<file path="config.mk">
export PLATFORM = sky130hd
export DESIGN_NAME = slw_timing
export DESIGN_NICKNAME = d
export VERILOG_FILES = /design/src/rtl/slw_pkg.sv /design/src/rtl/slw_clkdiv.sv /design/src/rtl/slw_timing.sv
export SDC_FILE = /design/constraint.sdc
export NUM_CORES = 1
export LEC_CHECK = 0
export BUFFER_PORTS_ARGS = -buffer_cell sky130_fd_sc_hd__clkbuf_2
export CAP_MARGIN = 0
export CORE_ASPECT_RATIO = 0.6
export CORE_MARGIN = 5
export CORE_UTILIZATION = 48
export CTS_BUF_LIST = sky130_fd_sc_hd__clkbuf_8 sky130_fd_sc_hd__clkbuf_16
export DETAILED_ROUTE_END_ITERATION = 16
export GPL_TIMING_DRIVEN = 0
export PLACE_DENSITY = 0.77
export REMOVE_ABC_BUFFERS = 1
export SYNTH_ARGS = -nofsm -noshare
export SYNTH_HDL_FRONTEND = slang
export SYNTH_SLANG_ARGS = --single-unit
</file>
<file path="constraint.sdc">
create_clock -name sys_clk_in -period 1.8 [get_ports sys_clk_in]
set_input_delay 0.09 -clock sys_clk_in [delete_from_list [all_inputs] [get_ports sys_clk_in]]
set_output_delay 0.09 -clock sys_clk_in [all_outputs]
set_load 0.05 [all_outputs]
</file>
<file path="src/rtl/slw_pkg.sv">
package slw_pkg;

  // ==========================================================================
  // Geometry
  localparam int NUM_FP = 8;              // Frontplane pins in this core
  localparam int NUM_BP = 4;              // Backplane outputs
  localparam int ADJ_W  = 6;              // Clock adjust divisor width
  localparam int LCLK_W = 3;              // Base clock divider width
  localparam int PRE_W  = 4;              // Prescale-by-sixteen counter width
  localparam int BASE_W = 11;             // Base divider counter width
  localparam int BASE_SHIFT = 4;          // Sixteen = 1 << 4

  // ==========================================================================
  // Duty select codes
  localparam logic [1:0] DUTY_RSVD = 2'h0;
  localparam logic [1:0] DUTY_HALF = 2'h1;
  localparam logic [1:0] DUTY_THIRD = 2'h2;
  localparam logic [1:0] DUTY_QUART = 2'h3;

  // Clock source select codes
  localparam logic SRC_CRYSTAL = 1'b0;
  localparam logic SRC_ICG     = 1'b1;

  // ==========================================================================
  // One-third bias drive levels: 0, 1/3, 2/3, full
  localparam logic [1:0] LVL_V0 = 2'h0;
  localparam logic [1:0] LVL_V1 = 2'h1;
  localparam logic [1:0] LVL_V2 = 2'h2;
  localparam logic [1:0] LVL_V3 = 2'h3;

  // Configuration bundle
  typedef struct packed {
    logic              lcd_enable;
    logic              segment_memory_bank_select;
    logic [1:0]        duty_select;
    logic              clock_source_select;
    logic              prescale_by_sixteen;
    logic [ADJ_W-1:0]  clock_adjust_divisor;
    logic [LCLK_W-1:0] base_clock_divider;
  } slw_cfg_s;

  typedef logic [NUM_FP-1:0][NUM_BP-1:0] slw_seg_t;

endpackage : slw_pkg

</file>
<file path="src/rtl/slw_clkdiv.sv">
`timescale 1ns/1ps
// Source select, prescaler and adjust divider producing core clock ticks
module slw_clkdiv (
  // Clock and reset
  input  wire logic                    sys_clk_in,
  input  wire logic                    resetn_in,
  // Synchronised source edge strobes
  input  wire logic                    xtal_tick_in,
  input  wire logic                    icg_tick_in,
  // Configuration
  input  wire logic                    source_select_in,
  input  wire logic                    prescale_by_sixteen_in,
  input  wire logic [slw_pkg::ADJ_W-1:0] clock_adjust_divisor_in,
  // Core clock tick
  output logic                         core_tick_out
);
  import slw_pkg::*;

  logic [PRE_W-1:0] pre_cnt;
  logic [ADJ_W-1:0] adj_cnt;

  // ==========================================================================
  // Source mux and prescale
  wire src_tick = (source_select_in == SRC_ICG) ? icg_tick_in
                                                : xtal_tick_in;
  wire pre_tick = prescale_by_sixteen_in ? (src_tick && &pre_cnt)
                                         : src_tick;
  wire adj_wrap = (adj_cnt >= clock_adjust_divisor_in);

  // Counters
  always_ff @(posedge sys_clk_in or negedge resetn_in) begin
    if (!resetn_in) begin
      pre_cnt       <= '0;
      adj_cnt       <= '0;
      core_tick_out <= 1'b0;
    end else begin
      if (src_tick) pre_cnt <= pre_cnt + 1'b1;
      if (pre_tick) adj_cnt <= adj_wrap ? '0 : adj_cnt + 1'b1;
      core_tick_out <= pre_tick && adj_wrap;
    end
  end

  a_core_div_rate: assert property (@(posedge sys_clk_in)
    disable iff (!resetn_in)
    core_tick_out |-> $past(adj_wrap))
    else $error("core tick without adjust wrap");
  a_src_select: assert property (@(posedge sys_clk_in)
    disable iff (!resetn_in)
    (!prescale_by_sixteen_in && source_select_in && !icg_tick_in)
      |-> ##1 !$changed(adj_cnt))
    else $error("crystal tick leaked with internal source");

endmodule : slw_clkdiv

</file>
<file path="src/rtl/slw_timing.sv">
`timescale 1ns/1ps
module slw_timing (
  // Clock and reset
  input  wire logic                   sys_clk_in,
  input  wire logic                   resetn_in,
  // Clock sources from pins
  input  wire logic                   xtal_clk_in,
  input  wire logic                   icg_clk_in,
  // Configuration and segment memory
  input  wire slw_pkg::slw_cfg_s      cfg_in,
  input  wire logic [slw_pkg::NUM_FP-1:0] frontplane_pin_enable_in,
  input  wire slw_pkg::slw_seg_t      segment_memory_in,
  // Panel drive levels
  output logic [slw_pkg::NUM_BP-1:0][1:0] backplane_output_out,
  output logic [slw_pkg::NUM_FP-1:0][1:0] frontplane_output_out,
  output logic [slw_pkg::NUM_FP-1:0]  frontplane_active_out,
  // Status
  output logic [1:0]                  phase_out,
  output logic                        frame_start_out
);
  import slw_pkg::*;

  // ==========================================================================
  // Source synchronisers and edge detection
  logic [2:0] xtal_sync;
  logic [2:0] icg_sync;
  logic       core_tick;
  logic [BASE_W-1:0] base_cnt;
  logic [1:0] phase;
  logic       polarity;

  always_ff @(posedge sys_clk_in or negedge resetn_in) begin
    if (!resetn_in) begin
      xtal_sync <= '0;
      icg_sync  <= '0;
    end else begin
      xtal_sync <= {xtal_sync[1:0], xtal_clk_in};
      icg_sync  <= {icg_sync[1:0], icg_clk_in};
    end
  end

  // Rising edges seen after the second stage only
  wire xtal_tick = xtal_sync[1] && !xtal_sync[2];
  wire icg_tick  = icg_sync[1] && !icg_sync[2];

  slw_clkdiv u_clkdiv (
    .sys_clk_in              (sys_clk_in),
    .resetn_in               (resetn_in),
    .xtal_tick_in            (xtal_tick),
    .icg_tick_in             (icg_tick),
    .source_select_in        (cfg_in.clock_source_select),
    .prescale_by_sixteen_in  (cfg_in.prescale_by_sixteen),
    .clock_adjust_divisor_in (cfg_in.clock_adjust_divisor),
    .core_tick_out           (core_tick)
  );

  // ==========================================================================
  // Base clock divider, phase sequencing
  function automatic logic [BASE_W-1:0] base_limit(input logic [2:0] d);
    base_limit = BASE_W'((1 << (BASE_SHIFT + d)) - 1);
  endfunction : base_limit

  function automatic logic [1:0] last_phase(input logic [1:0] duty);
    case (duty)
      DUTY_HALF:  last_phase = 2'h1;
      DUTY_THIRD: last_phase = 2'h2;
      DUTY_QUART: last_phase = 2'h3;
      default:    last_phase = 2'h0;  // Reserved: hold phase zero
    endcase
  endfunction : last_phase

  wire        base_tick = core_tick &&
                          (base_cnt >= base_limit(cfg_in.base_clock_divider));
  wire [1:0]  last_ph   = last_phase(cfg_in.duty_select);
  wire        run       = cfg_in.lcd_enable &&
                          (cfg_in.duty_select != DUTY_RSVD);
  wire        frame_end = base_tick && (phase >= last_ph);
  wire [1:0]  next_phase = frame_end ? 2'h0 : phase + 2'h1;
  // A duty cut below the current phase sends the sequence back to phase zero
  wire        ph_over   = (phase > last_ph);

  always_ff @(posedge sys_clk_in or negedge resetn_in) begin
    if (!resetn_in) begin
      base_cnt <= '0;
      phase    <= '0;
      polarity <= 1'b0;
    end else if (!run) begin
      base_cnt <= '0;
      phase    <= '0;
    end else if (ph_over) begin
      phase    <= '0;
    end else if (core_tick) begin
      base_cnt <= base_tick ? '0 : base_cnt + 1'b1;
      if (base_tick) phase <= next_phase;
      if (frame_end) polarity <= !polarity;          // DC-free inversion
    end
  end

  // ==========================================================================
  // One-third bias levels: selected 3/0, unselected 1/2, inverted per frame
  logic [NUM_BP-1:0][1:0] next_bp;
  logic [NUM_FP-1:0][1:0] next_fp;
  logic [NUM_FP-1:0]      next_fp_act;

  always_comb begin
    for (int b = 0; b < NUM_BP; b++) begin
      if (!run || b > int'(last_ph))
        next_bp[b] = LVL_V0;
      else if (b == int'(phase))
        next_bp[b] = polarity ? LVL_V0 : LVL_V3;
      else
        next_bp[b] = polarity ? LVL_V2 : LVL_V1;
    end
    for (int f = 0; f < NUM_FP; f++) begin
      next_fp_act[f] = run && frontplane_pin_enable_in[f];
      if (!next_fp_act[f])
        next_fp[f] = LVL_V0;
      else if (!cfg_in.segment_memory_bank_select &&
               segment_memory_in[f][phase])
        next_fp[f] = polarity ? LVL_V3 : LVL_V0;
      else
        next_fp[f] = polarity ? LVL_V1 : LVL_V2;
    end
  end

  // Registered outputs
  always_ff @(posedge sys_clk_in or negedge resetn_in) begin
    if (!resetn_in) begin
      backplane_output_out  <= '0;
      frontplane_output_out <= '0;
      frontplane_active_out <= '0;
      phase_out             <= '0;
      frame_start_out       <= 1'b0;
    end else begin
      backplane_output_out  <= next_bp;
      frontplane_output_out <= next_fp;
      frontplane_active_out <= next_fp_act;
      phase_out             <= phase;
      frame_start_out       <= run && core_tick && frame_end;
    end
  end

  // ==========================================================================
  // Checks

  // A pin held off by either enable is never marked driven
  a_fp_gate_off: assert property (@(posedge sys_clk_in)
    disable iff (!resetn_in)
    !($past(cfg_in.lcd_enable) && $past(frontplane_pin_enable_in[0]))
      |-> !frontplane_active_out[0])
    else $error("frontplane driven while disabled");

  // An undriven pin rests at the lowest level
  a_fp_idle_low: assert property (@(posedge sys_clk_in)
    disable iff (!resetn_in)
    !next_fp_act[0]
      |=> frontplane_output_out[0] == LVL_V0)
    else $error("undriven frontplane not at lowest level");

  // An on segment sits opposite its selected backplane
  a_seg_on_level: assert property (@(posedge sys_clk_in)
    disable iff (!resetn_in)
    (next_fp_act[0] && !cfg_in.segment_memory_bank_select &&
     segment_memory_in[0][phase] && !polarity)
      |=> frontplane_output_out[0] == LVL_V0)
    else $error("on segment wrong level");

  // An off segment stays one step from the unselected level
  a_seg_off_level: assert property (@(posedge sys_clk_in)
    disable iff (!resetn_in)
    (next_fp_act[0] && !cfg_in.segment_memory_bank_select &&
     !segment_memory_in[0][phase] && !polarity)
      |=> frontplane_output_out[0] == LVL_V2)
    else $error("off segment wrong level");

  // The second bank never lights a segment
  a_bank_dark: assert property (@(posedge sys_clk_in)
    disable iff (!resetn_in)
    (next_fp_act[0] && cfg_in.segment_memory_bank_select && !polarity)
      |=> frontplane_output_out[0] == LVL_V2)
    else $error("bank one segment not dark");

  // Half duty leaves backplane 3 idle and keeps the phase at one or below
  a_duty_half_off: assert property (@(posedge sys_clk_in)
    disable iff (!resetn_in)
    ($past(cfg_in.duty_select) == DUTY_HALF &&
     $past(cfg_in.duty_select, 2) == DUTY_HALF)
      |-> backplane_output_out[3] == LVL_V0 && phase_out <= 2'h1)
    else $error("unused backplane active in half duty");

  // Reserved duty drives nothing
  a_reserved_dark: assert property (@(posedge sys_clk_in)
    disable iff (!resetn_in)
    cfg_in.duty_select == DUTY_RSVD
      |=> backplane_output_out == '0 && frontplane_active_out == '0)
    else $error("output active with reserved duty");

  // In a non-inverted frame the selected backplane takes the full level
  a_selected_bp: assert property (@(posedge sys_clk_in)
    disable iff (!resetn_in)
    (run && !polarity && phase <= last_ph)
      |=> backplane_output_out[$past(phase)] == LVL_V3)
    else $error("selected backplane not at full level");

  // Phase never rests beyond the last active backplane
  a_phase_range: assert property (@(posedge sys_clk_in)
    disable iff (!resetn_in)
    run |-> phase <= last_ph || $changed(cfg_in.duty_select))
    else $error("phase beyond active backplanes");

  // A frame pulse coincides with the return to phase zero
  a_frame_pulse: assert property (@(posedge sys_clk_in)
    disable iff (!resetn_in)
    frame_start_out
      |-> phase == 2'h0)
    else $error("frame pulse away from phase zero");

  // Each base tick inside a frame moves to the next backplane
  a_phase_step: assert property (@(posedge sys_clk_in)
    disable iff (!resetn_in)
    (run && core_tick && base_tick && !frame_end)
      |=> phase == $past(phase) + 2'h1)
    else $error("phase did not advance");

endmodule : slw_timing

</file>
---- Word-level counts from Yosys, hierarchy flattened ----
Cells that the tools add are included.
storage, ports and cells
  bits in registers ....................... 66
  logic and storage cells ................. 145
  bits of input ports ..................... 59
  output and inout bits ................... 35
cells by class
  shifts and indexed selects .............. 1
  equal/unequal tests ..................... 10
  magnitude comparators ................... 8
  reductions and logical operators ........ 39
  muxes and demuxes ....................... 57
  bitwise logic cells ..................... 1
  $add $sub $neg .......................... 6
operator list
  kind                   count
  $mux 2                 33
  $mux 11                4
  $logic_and 1x1->1      25
  $bmux 1 s2             8
  $add 11x1->11 const B  1
  $ge 11x11->1           1
  $shl 1x4->11 const A   1
  $sub 11x2->11 const B  1
  $mux 1                 10
  $reduce_and 4->1       2
  $add 6x1->6 const B    1
  $ge 6x6->1             1
  $mux 6                 1
  $pmux 2 s3             1
  $logic_not 1->1        5
  $add 3x3->4 const A    1
  $add 4x1->4 const B    1
  $eq 2x2->1 const A     2
  $eq 2x2->1 const B     2
  $gt 2x2->1 const A     2
  $reduce_and 2->1       2
  $logic_or 1x1->1       3
  $lt 2x3->1 const B     1
  $ne 3x1->1 const B     1
  12 further kinds       12

---- Depth between registers and ports, before layout ----
  depth in word-level cells ............... 11
  gate-level depth with buffers ........... 8
  mapped depth without buffers ............ 7

---- By module ----
Synthesis repeated with hierarchy kept, for this count alone.
second synthesis, totals
  cells, all modules ...................... 333
  area total of the unflattened synthesis .. 3,584.7 um^2
modules (own cells, without submodules)
  module      cells an instance  instances  sequential area each (um^2)  area an instance (um^2)
  slw_timing  260                1          1,376.3                      2,886.5
  slw_clkdiv  73                 1          275.3                        698.2

---- Worst setup path after synthesis ----
Ideal clock, no wire load.
  path kind ............................... reg2reg
  start point ............................. register phase[0]
  end point ............................... register phase[1]
  cell stages (with the launch flop) ...... 9
  data required time ...................... 1.719 ns
  setup slack ............................. -0.186 ns
  clock period less this slack ............ 1.986 ns
  library setup time ...................... 0.081 ns
  data arrival time ....................... 1.905 ns
  path buffers ............................ 1
  path through ............................ dfrtp_1 buf_2 inv_1 ha_1 nand2b_1 a21oi_1 nand2_1 mux2_2 nor3_2
on the way
  cells in the longest elaborated chain, start to end .. 7
  elaborated cells between the ends (all ways) .. 12
  those cells by class .................... add/sub: 1; order compare: 2; eq/ne: 2; mux: 5; reduce/logical: 2
ends and longest elaborated chain
  element                 RTL line          source
  from (decl)             slw_timing.sv:29  logic [1:0] phase;
  from (signal assigned)  slw_timing.sv:94  if (base_tick) phase <= next_phase;
  $ge 2x2->1              slw_timing.sv:77  wire frame_end = base_tick && (phase >= last_ph);
  $logic_and 1x1->1       slw_timing.sv:77
  $mux 2                  slw_timing.sv:78  wire [1:0] next_phase = frame_end ? 2'h0 : phase + 2'h1;
  $mux 2                  slw_timing.sv:94
  $mux 2                  slw_timing.sv:92  end else if (core_tick) begin
  $mux 2                  slw_timing.sv:90  end else if (ph_over) begin
  $mux 2                  slw_timing.sv:87  end else if (!run) begin
Parallel ways exist; a longest one is shown, timed or not. The select of a mux whose other input is x is not followed.
A chain may end at the register's enable or synchronous reset.

---- Worst setup path in the final report ----
  start point ............................. register base_cnt[8]
  end point ............................... register base_cnt[9]
on the way
  cells in the longest elaborated chain, start to end .. 6
  elaborated cells between the ends (all ways) .. 7
  those cells by class .................... add/sub: 1; order compare: 1; mux: 4; reduce/logical: 1
ends and longest elaborated chain
  element                 RTL line          source
  from (decl)             slw_timing.sv:28  logic [BASE_W-1:0] base_cnt;
  from (signal assigned)  slw_timing.sv:93  base_cnt <= base_tick ? '0 : base_cnt + 1'b1;
  $ge 11x11->1            slw_timing.sv:73  (base_cnt >= base_limit(cfg_in.base_clock_divider));
  $logic_and 1x1->1       slw_timing.sv:72  wire base_tick = core_tick &&
  $mux 11 *               slw_timing.sv:93
  $mux 11 *               slw_timing.sv:92
  $mux 11 *               slw_timing.sv:90
  $mux 11 *               slw_timing.sv:87
Mark *: on every way between the ends. The rest lies on a longest branch, timed or not. The select of a mux whose other input is x is not followed.

==> out/qor.yml <==
sta:
  tns_ns: -2.15
  skew_ns: 0.00779
  post-route-period-util: 1.11
  whs_ns: 0.00709
  rsz0062_at_grt: "true"
  fmax_mhz: 501
  hold_viol_final: 0
  fin_ws_ns: -0.197
  report.final.slew_viol_count: 0
  tightest_slew_ns: 1.12
  slew_headroom: 0.246
  setup_viol_count_final: 13
  finalCriticalPeriod_ns: 2.00
clock_network:
  cts_buffers: 9
  path_clk_slew_ns: 0.06
  cts_num_sinks: 66
  clkLatencyLatePin_ns: 0.33
  cts_tree: "yes"
  cts_htree_levels: 3
  cts_buffer_depth: 2
  clockRootBuffer: "clkbuf_16"
finish:
  area_delta_synth_final_pct: 42.0
  stdcell_count: 543
  antenna_cells: 0
  fillers: 518
  drive_gt1_frac: 0.436
  utilization: 0.693
  layout.nets: 539
worst_setup_path:
  r2r_cells: 6
  crit_path_end_kind: "register"
  crit_cells: 6
  crit_arrival_ns: 2.21
  required_ns: 2.02
  worst_setup_path_start_kind: "register"
  crit_path_max_incr_delay_ns: 0.44
  slowest_stage: "dfrtp_2"
  path_cells: "ha_4, nand4_1, a211oi_2, a2111o_2, o21ai_1, a22o_1"
  cp_top_family: "compound AO/OA/AOI/OAI gates"
  crit_type: "reg -> reg"
  cp_num_buf_inv: 0
  cp_max_fo: 6
floorplanning:
  initial_core_util: 0.488
  die_area_sq_mm: 0.00916
  core_sq_mm: 0.00718
  row_count: 24
  io_pins: 94
  fp.dieH_microns: 76.2
  die_w_microns: 120
placed_design:
  pre_cts_ws_ns: -0.707
  placedCellCount: 495
  io_buffers: 93
  place_hpwl_microns: 5760
  gp_congestion: 0.788
power:
  power_density_mw_per_mm2: 912
  p_leak_nw: 2.41
  ir_drop_mv: 0.552
drt:
  vias_per_cell: 5.42
  drtAntennaViolNets: 0
  drc: 0
  detail_route.iter0.violations: 215
  first_pass_iters: 4
  vias: 2945
  wire_per_inst_microns: 17.3
  drt_wl_total_microns: 9410
run_status:
  violations: "setup timing"
  outcome: "finished with violations"
hold_path:
  min_path_cells: 2
  worstHoldPathType: "in -> reg"
global_routing:
  overflow: 0
  antenna_found_initial: 0
  first_global_vias: 2964
  grt_pass1_wl_microns: 15100
  grt_max_degree: 67
  track_usage: 0.206
synthesis:
  ys_seq_area_frac: 0.472
  synth-seq-cells: 66
  synth.avg_cell_area_sq_um: 11.0
  yosysWarnings: 0
  synthCells: 318
  synth_area_sq_mm: 0.00350
  synth_cell_types: 46
flow_run:
  drv_cap: 0
per-stage QoR:
step           total power (W)  area, sq um
6_report               0.00454         4970
5_1_grt                0.00476         4970
4_1_cts                0.00450         4850
3_5_place_dp           0.00241         4060
3_3_place_gp           0.00238         4050
2_1_floorplan          0.00217         3470
report_power, final:
part	total [W]	internal, W	switching [W]
Sequential	0.00173	0.00162	0.000114
Combinational	0.000913	0.000420	0.000493
Clock	0.00189	0.00122	0.000667
state kept, by name, indices dropped and copies added, names as in the netlist:
name and flops:
frontplane_output_out 16, frame_start_out 1, backplane_output_out 8, phase_out 2, phase 2, icg_sync 3, u_clkdiv.adj_cnt 6, u_clkdiv.pre_cnt 4
u_clkdiv.core_tick_out 1, xtal_sync 3, frontplane_active_out 8, polarity 1, base_cnt 11
synth_stat cells, drive strengths merged:
cell / instances / share of area
a2111o: 1 / 0.0032
a2111oi: 2 / 0.0068
a211oi: 2 / 0.0043
a21oi: 12 / 0.017
a221oi: 1 / 0.0043
a22o: 9 / 0.023
a32oi: 1 / 0.0046
and2: 20 / 0.036
and2b: 1 / 0.0025
and3: 13 / 0.024
and3b: 1 / 0.0025
and4: 1 / 0.0025
buf: 2 / 0.0029
clkbuf: 6 / 0.0064
conb: 1 / 0.0011
dfrtp: 66 / 0.47
ha: 33 / 0.12
inv: 19 / 0.020
mux2: 2 / 0.0064
mux4: 8 / 0.051
nand2: 15 / 0.016
nand2b: 4 / 0.0071
nand3: 10 / 0.014
nand3b: 1 / 0.0021
nand4: 4 / 0.0071
nor2: 17 / 0.019
nor2b: 11 / 0.020
nor3: 9 / 0.014
nor3b: 1 / 0.0021
nor4: 1 / 0.0036
o2111a: 1 / 0.0032
o211a: 1 / 0.0029
o211ai: 1 / 0.0021
o21a: 2 / 0.0043
o21ai: 21 / 0.030
o2bb2ai: 3 / 0.0075
o31a: 1 / 0.0025
o31ai: 1 / 0.0021
or2: 1 / 0.0018
xnor2: 11 / 0.028
xor2: 1 / 0.0025
logic make-up (layout without fill, tap and decap cells):
group | Yosys count | after routing | share of synthesized area
AND/OR/NAND/NOR | 110 | 112 | 0.174
multiplexers | 10 | 10 | 0.0579
other | 1 | 2 | 0.00107
adder cells (fa/ha/maj) | 33 | 33 | 0.118
XOR/XNOR | 12 | 12 | 0.0300
AO/OA/AOI/OAI | 59 | 60 | 0.118
buffers and inverters | 27 | 157 | 0.0297
flip-flops | 66 | 66 | 0.472
final timing paths:
kind / from / to / slack (ns)
worst max-delay path: base_cnt[8] / base_cnt[9] / -0.20
worst min-delay path: frontplane_pin_enable_in[7] / frontplane_output_out[14] / 0.007
worst max register to register: base_cnt[8] / base_cnt[9] / -0.20
worst min register to register: xtal_sync[0] / xtal_sync[1] / 0.35
max in group asynchronous: resetn_in / phase[1] / 0.70
min in group asynchronous: resetn_in / xtal_sync[2] / 0.45
timing repair:
action | CTS | global route
endpoints found under the setup margin | 35 | 25
gates resized for setup | 47 | 27
cloned | 3 | 0
pin swaps | 15 | 12
buffers inserted | 21 | 2
hold endpoints to repair | 71 | 0
hold buffers | 6 | 0
worst register-to-register path, delay by kind of cell (launching register included):
kind / cells / cell delay (ns)
compound gates: 4 / 0.95
flops: 1 / 0.44
fa+ha+maj: 1 / 0.29
simple gates: 1 / 0.20
final cells by class:
type,instances,area [sq um],share of cell area
multi-input combinational,229,2080,0.418
clock buffer,9,225,0.0453
inverter,19,71.3,0.0143
timing repair buffer,122,716,0.144
sequential,66,1670,0.336
tap,91,114,0.0229
clock inverter,7,100,0.0201
placed cells by master (no fill, tap or decap), drive strengths merged, types with 4 or more instances in the layout:
| cell | Yosys | final |
|---|---|---|
| a21oi | 12 | 12 |
| a22o | 9 | 9 |
| and2 | 20 | 20 |
| and3 | 13 | 13 |
| buf | 2 | 23 |
| clkbuf | 6 | 102 |
| dfrtp | 66 | 66 |
| dlygate4sd3 | 0 | 6 |
| ha | 33 | 33 |
| inv | 19 | 21 |
| mux4 | 8 | 8 |
| nand2 | 15 | 16 |
| nand2b | 4 | 4 |
| nand3 | 10 | 10 |
| nand4 | 4 | 4 |
| nor2 | 17 | 18 |
| nor2b | 11 | 11 |
| nor3 | 9 | 9 |
| o21ai | 21 | 21 |
| xnor2 | 11 | 11 |
layer usage:
metal / track usage / wire [microns]
met3: 0.0720 / 738
met4: 0.0554 / 104
met5: 0 / 0
met1: 0.281 / 4210
met2: 0.315 / 4360
Power figures use the tool's default switching activity.
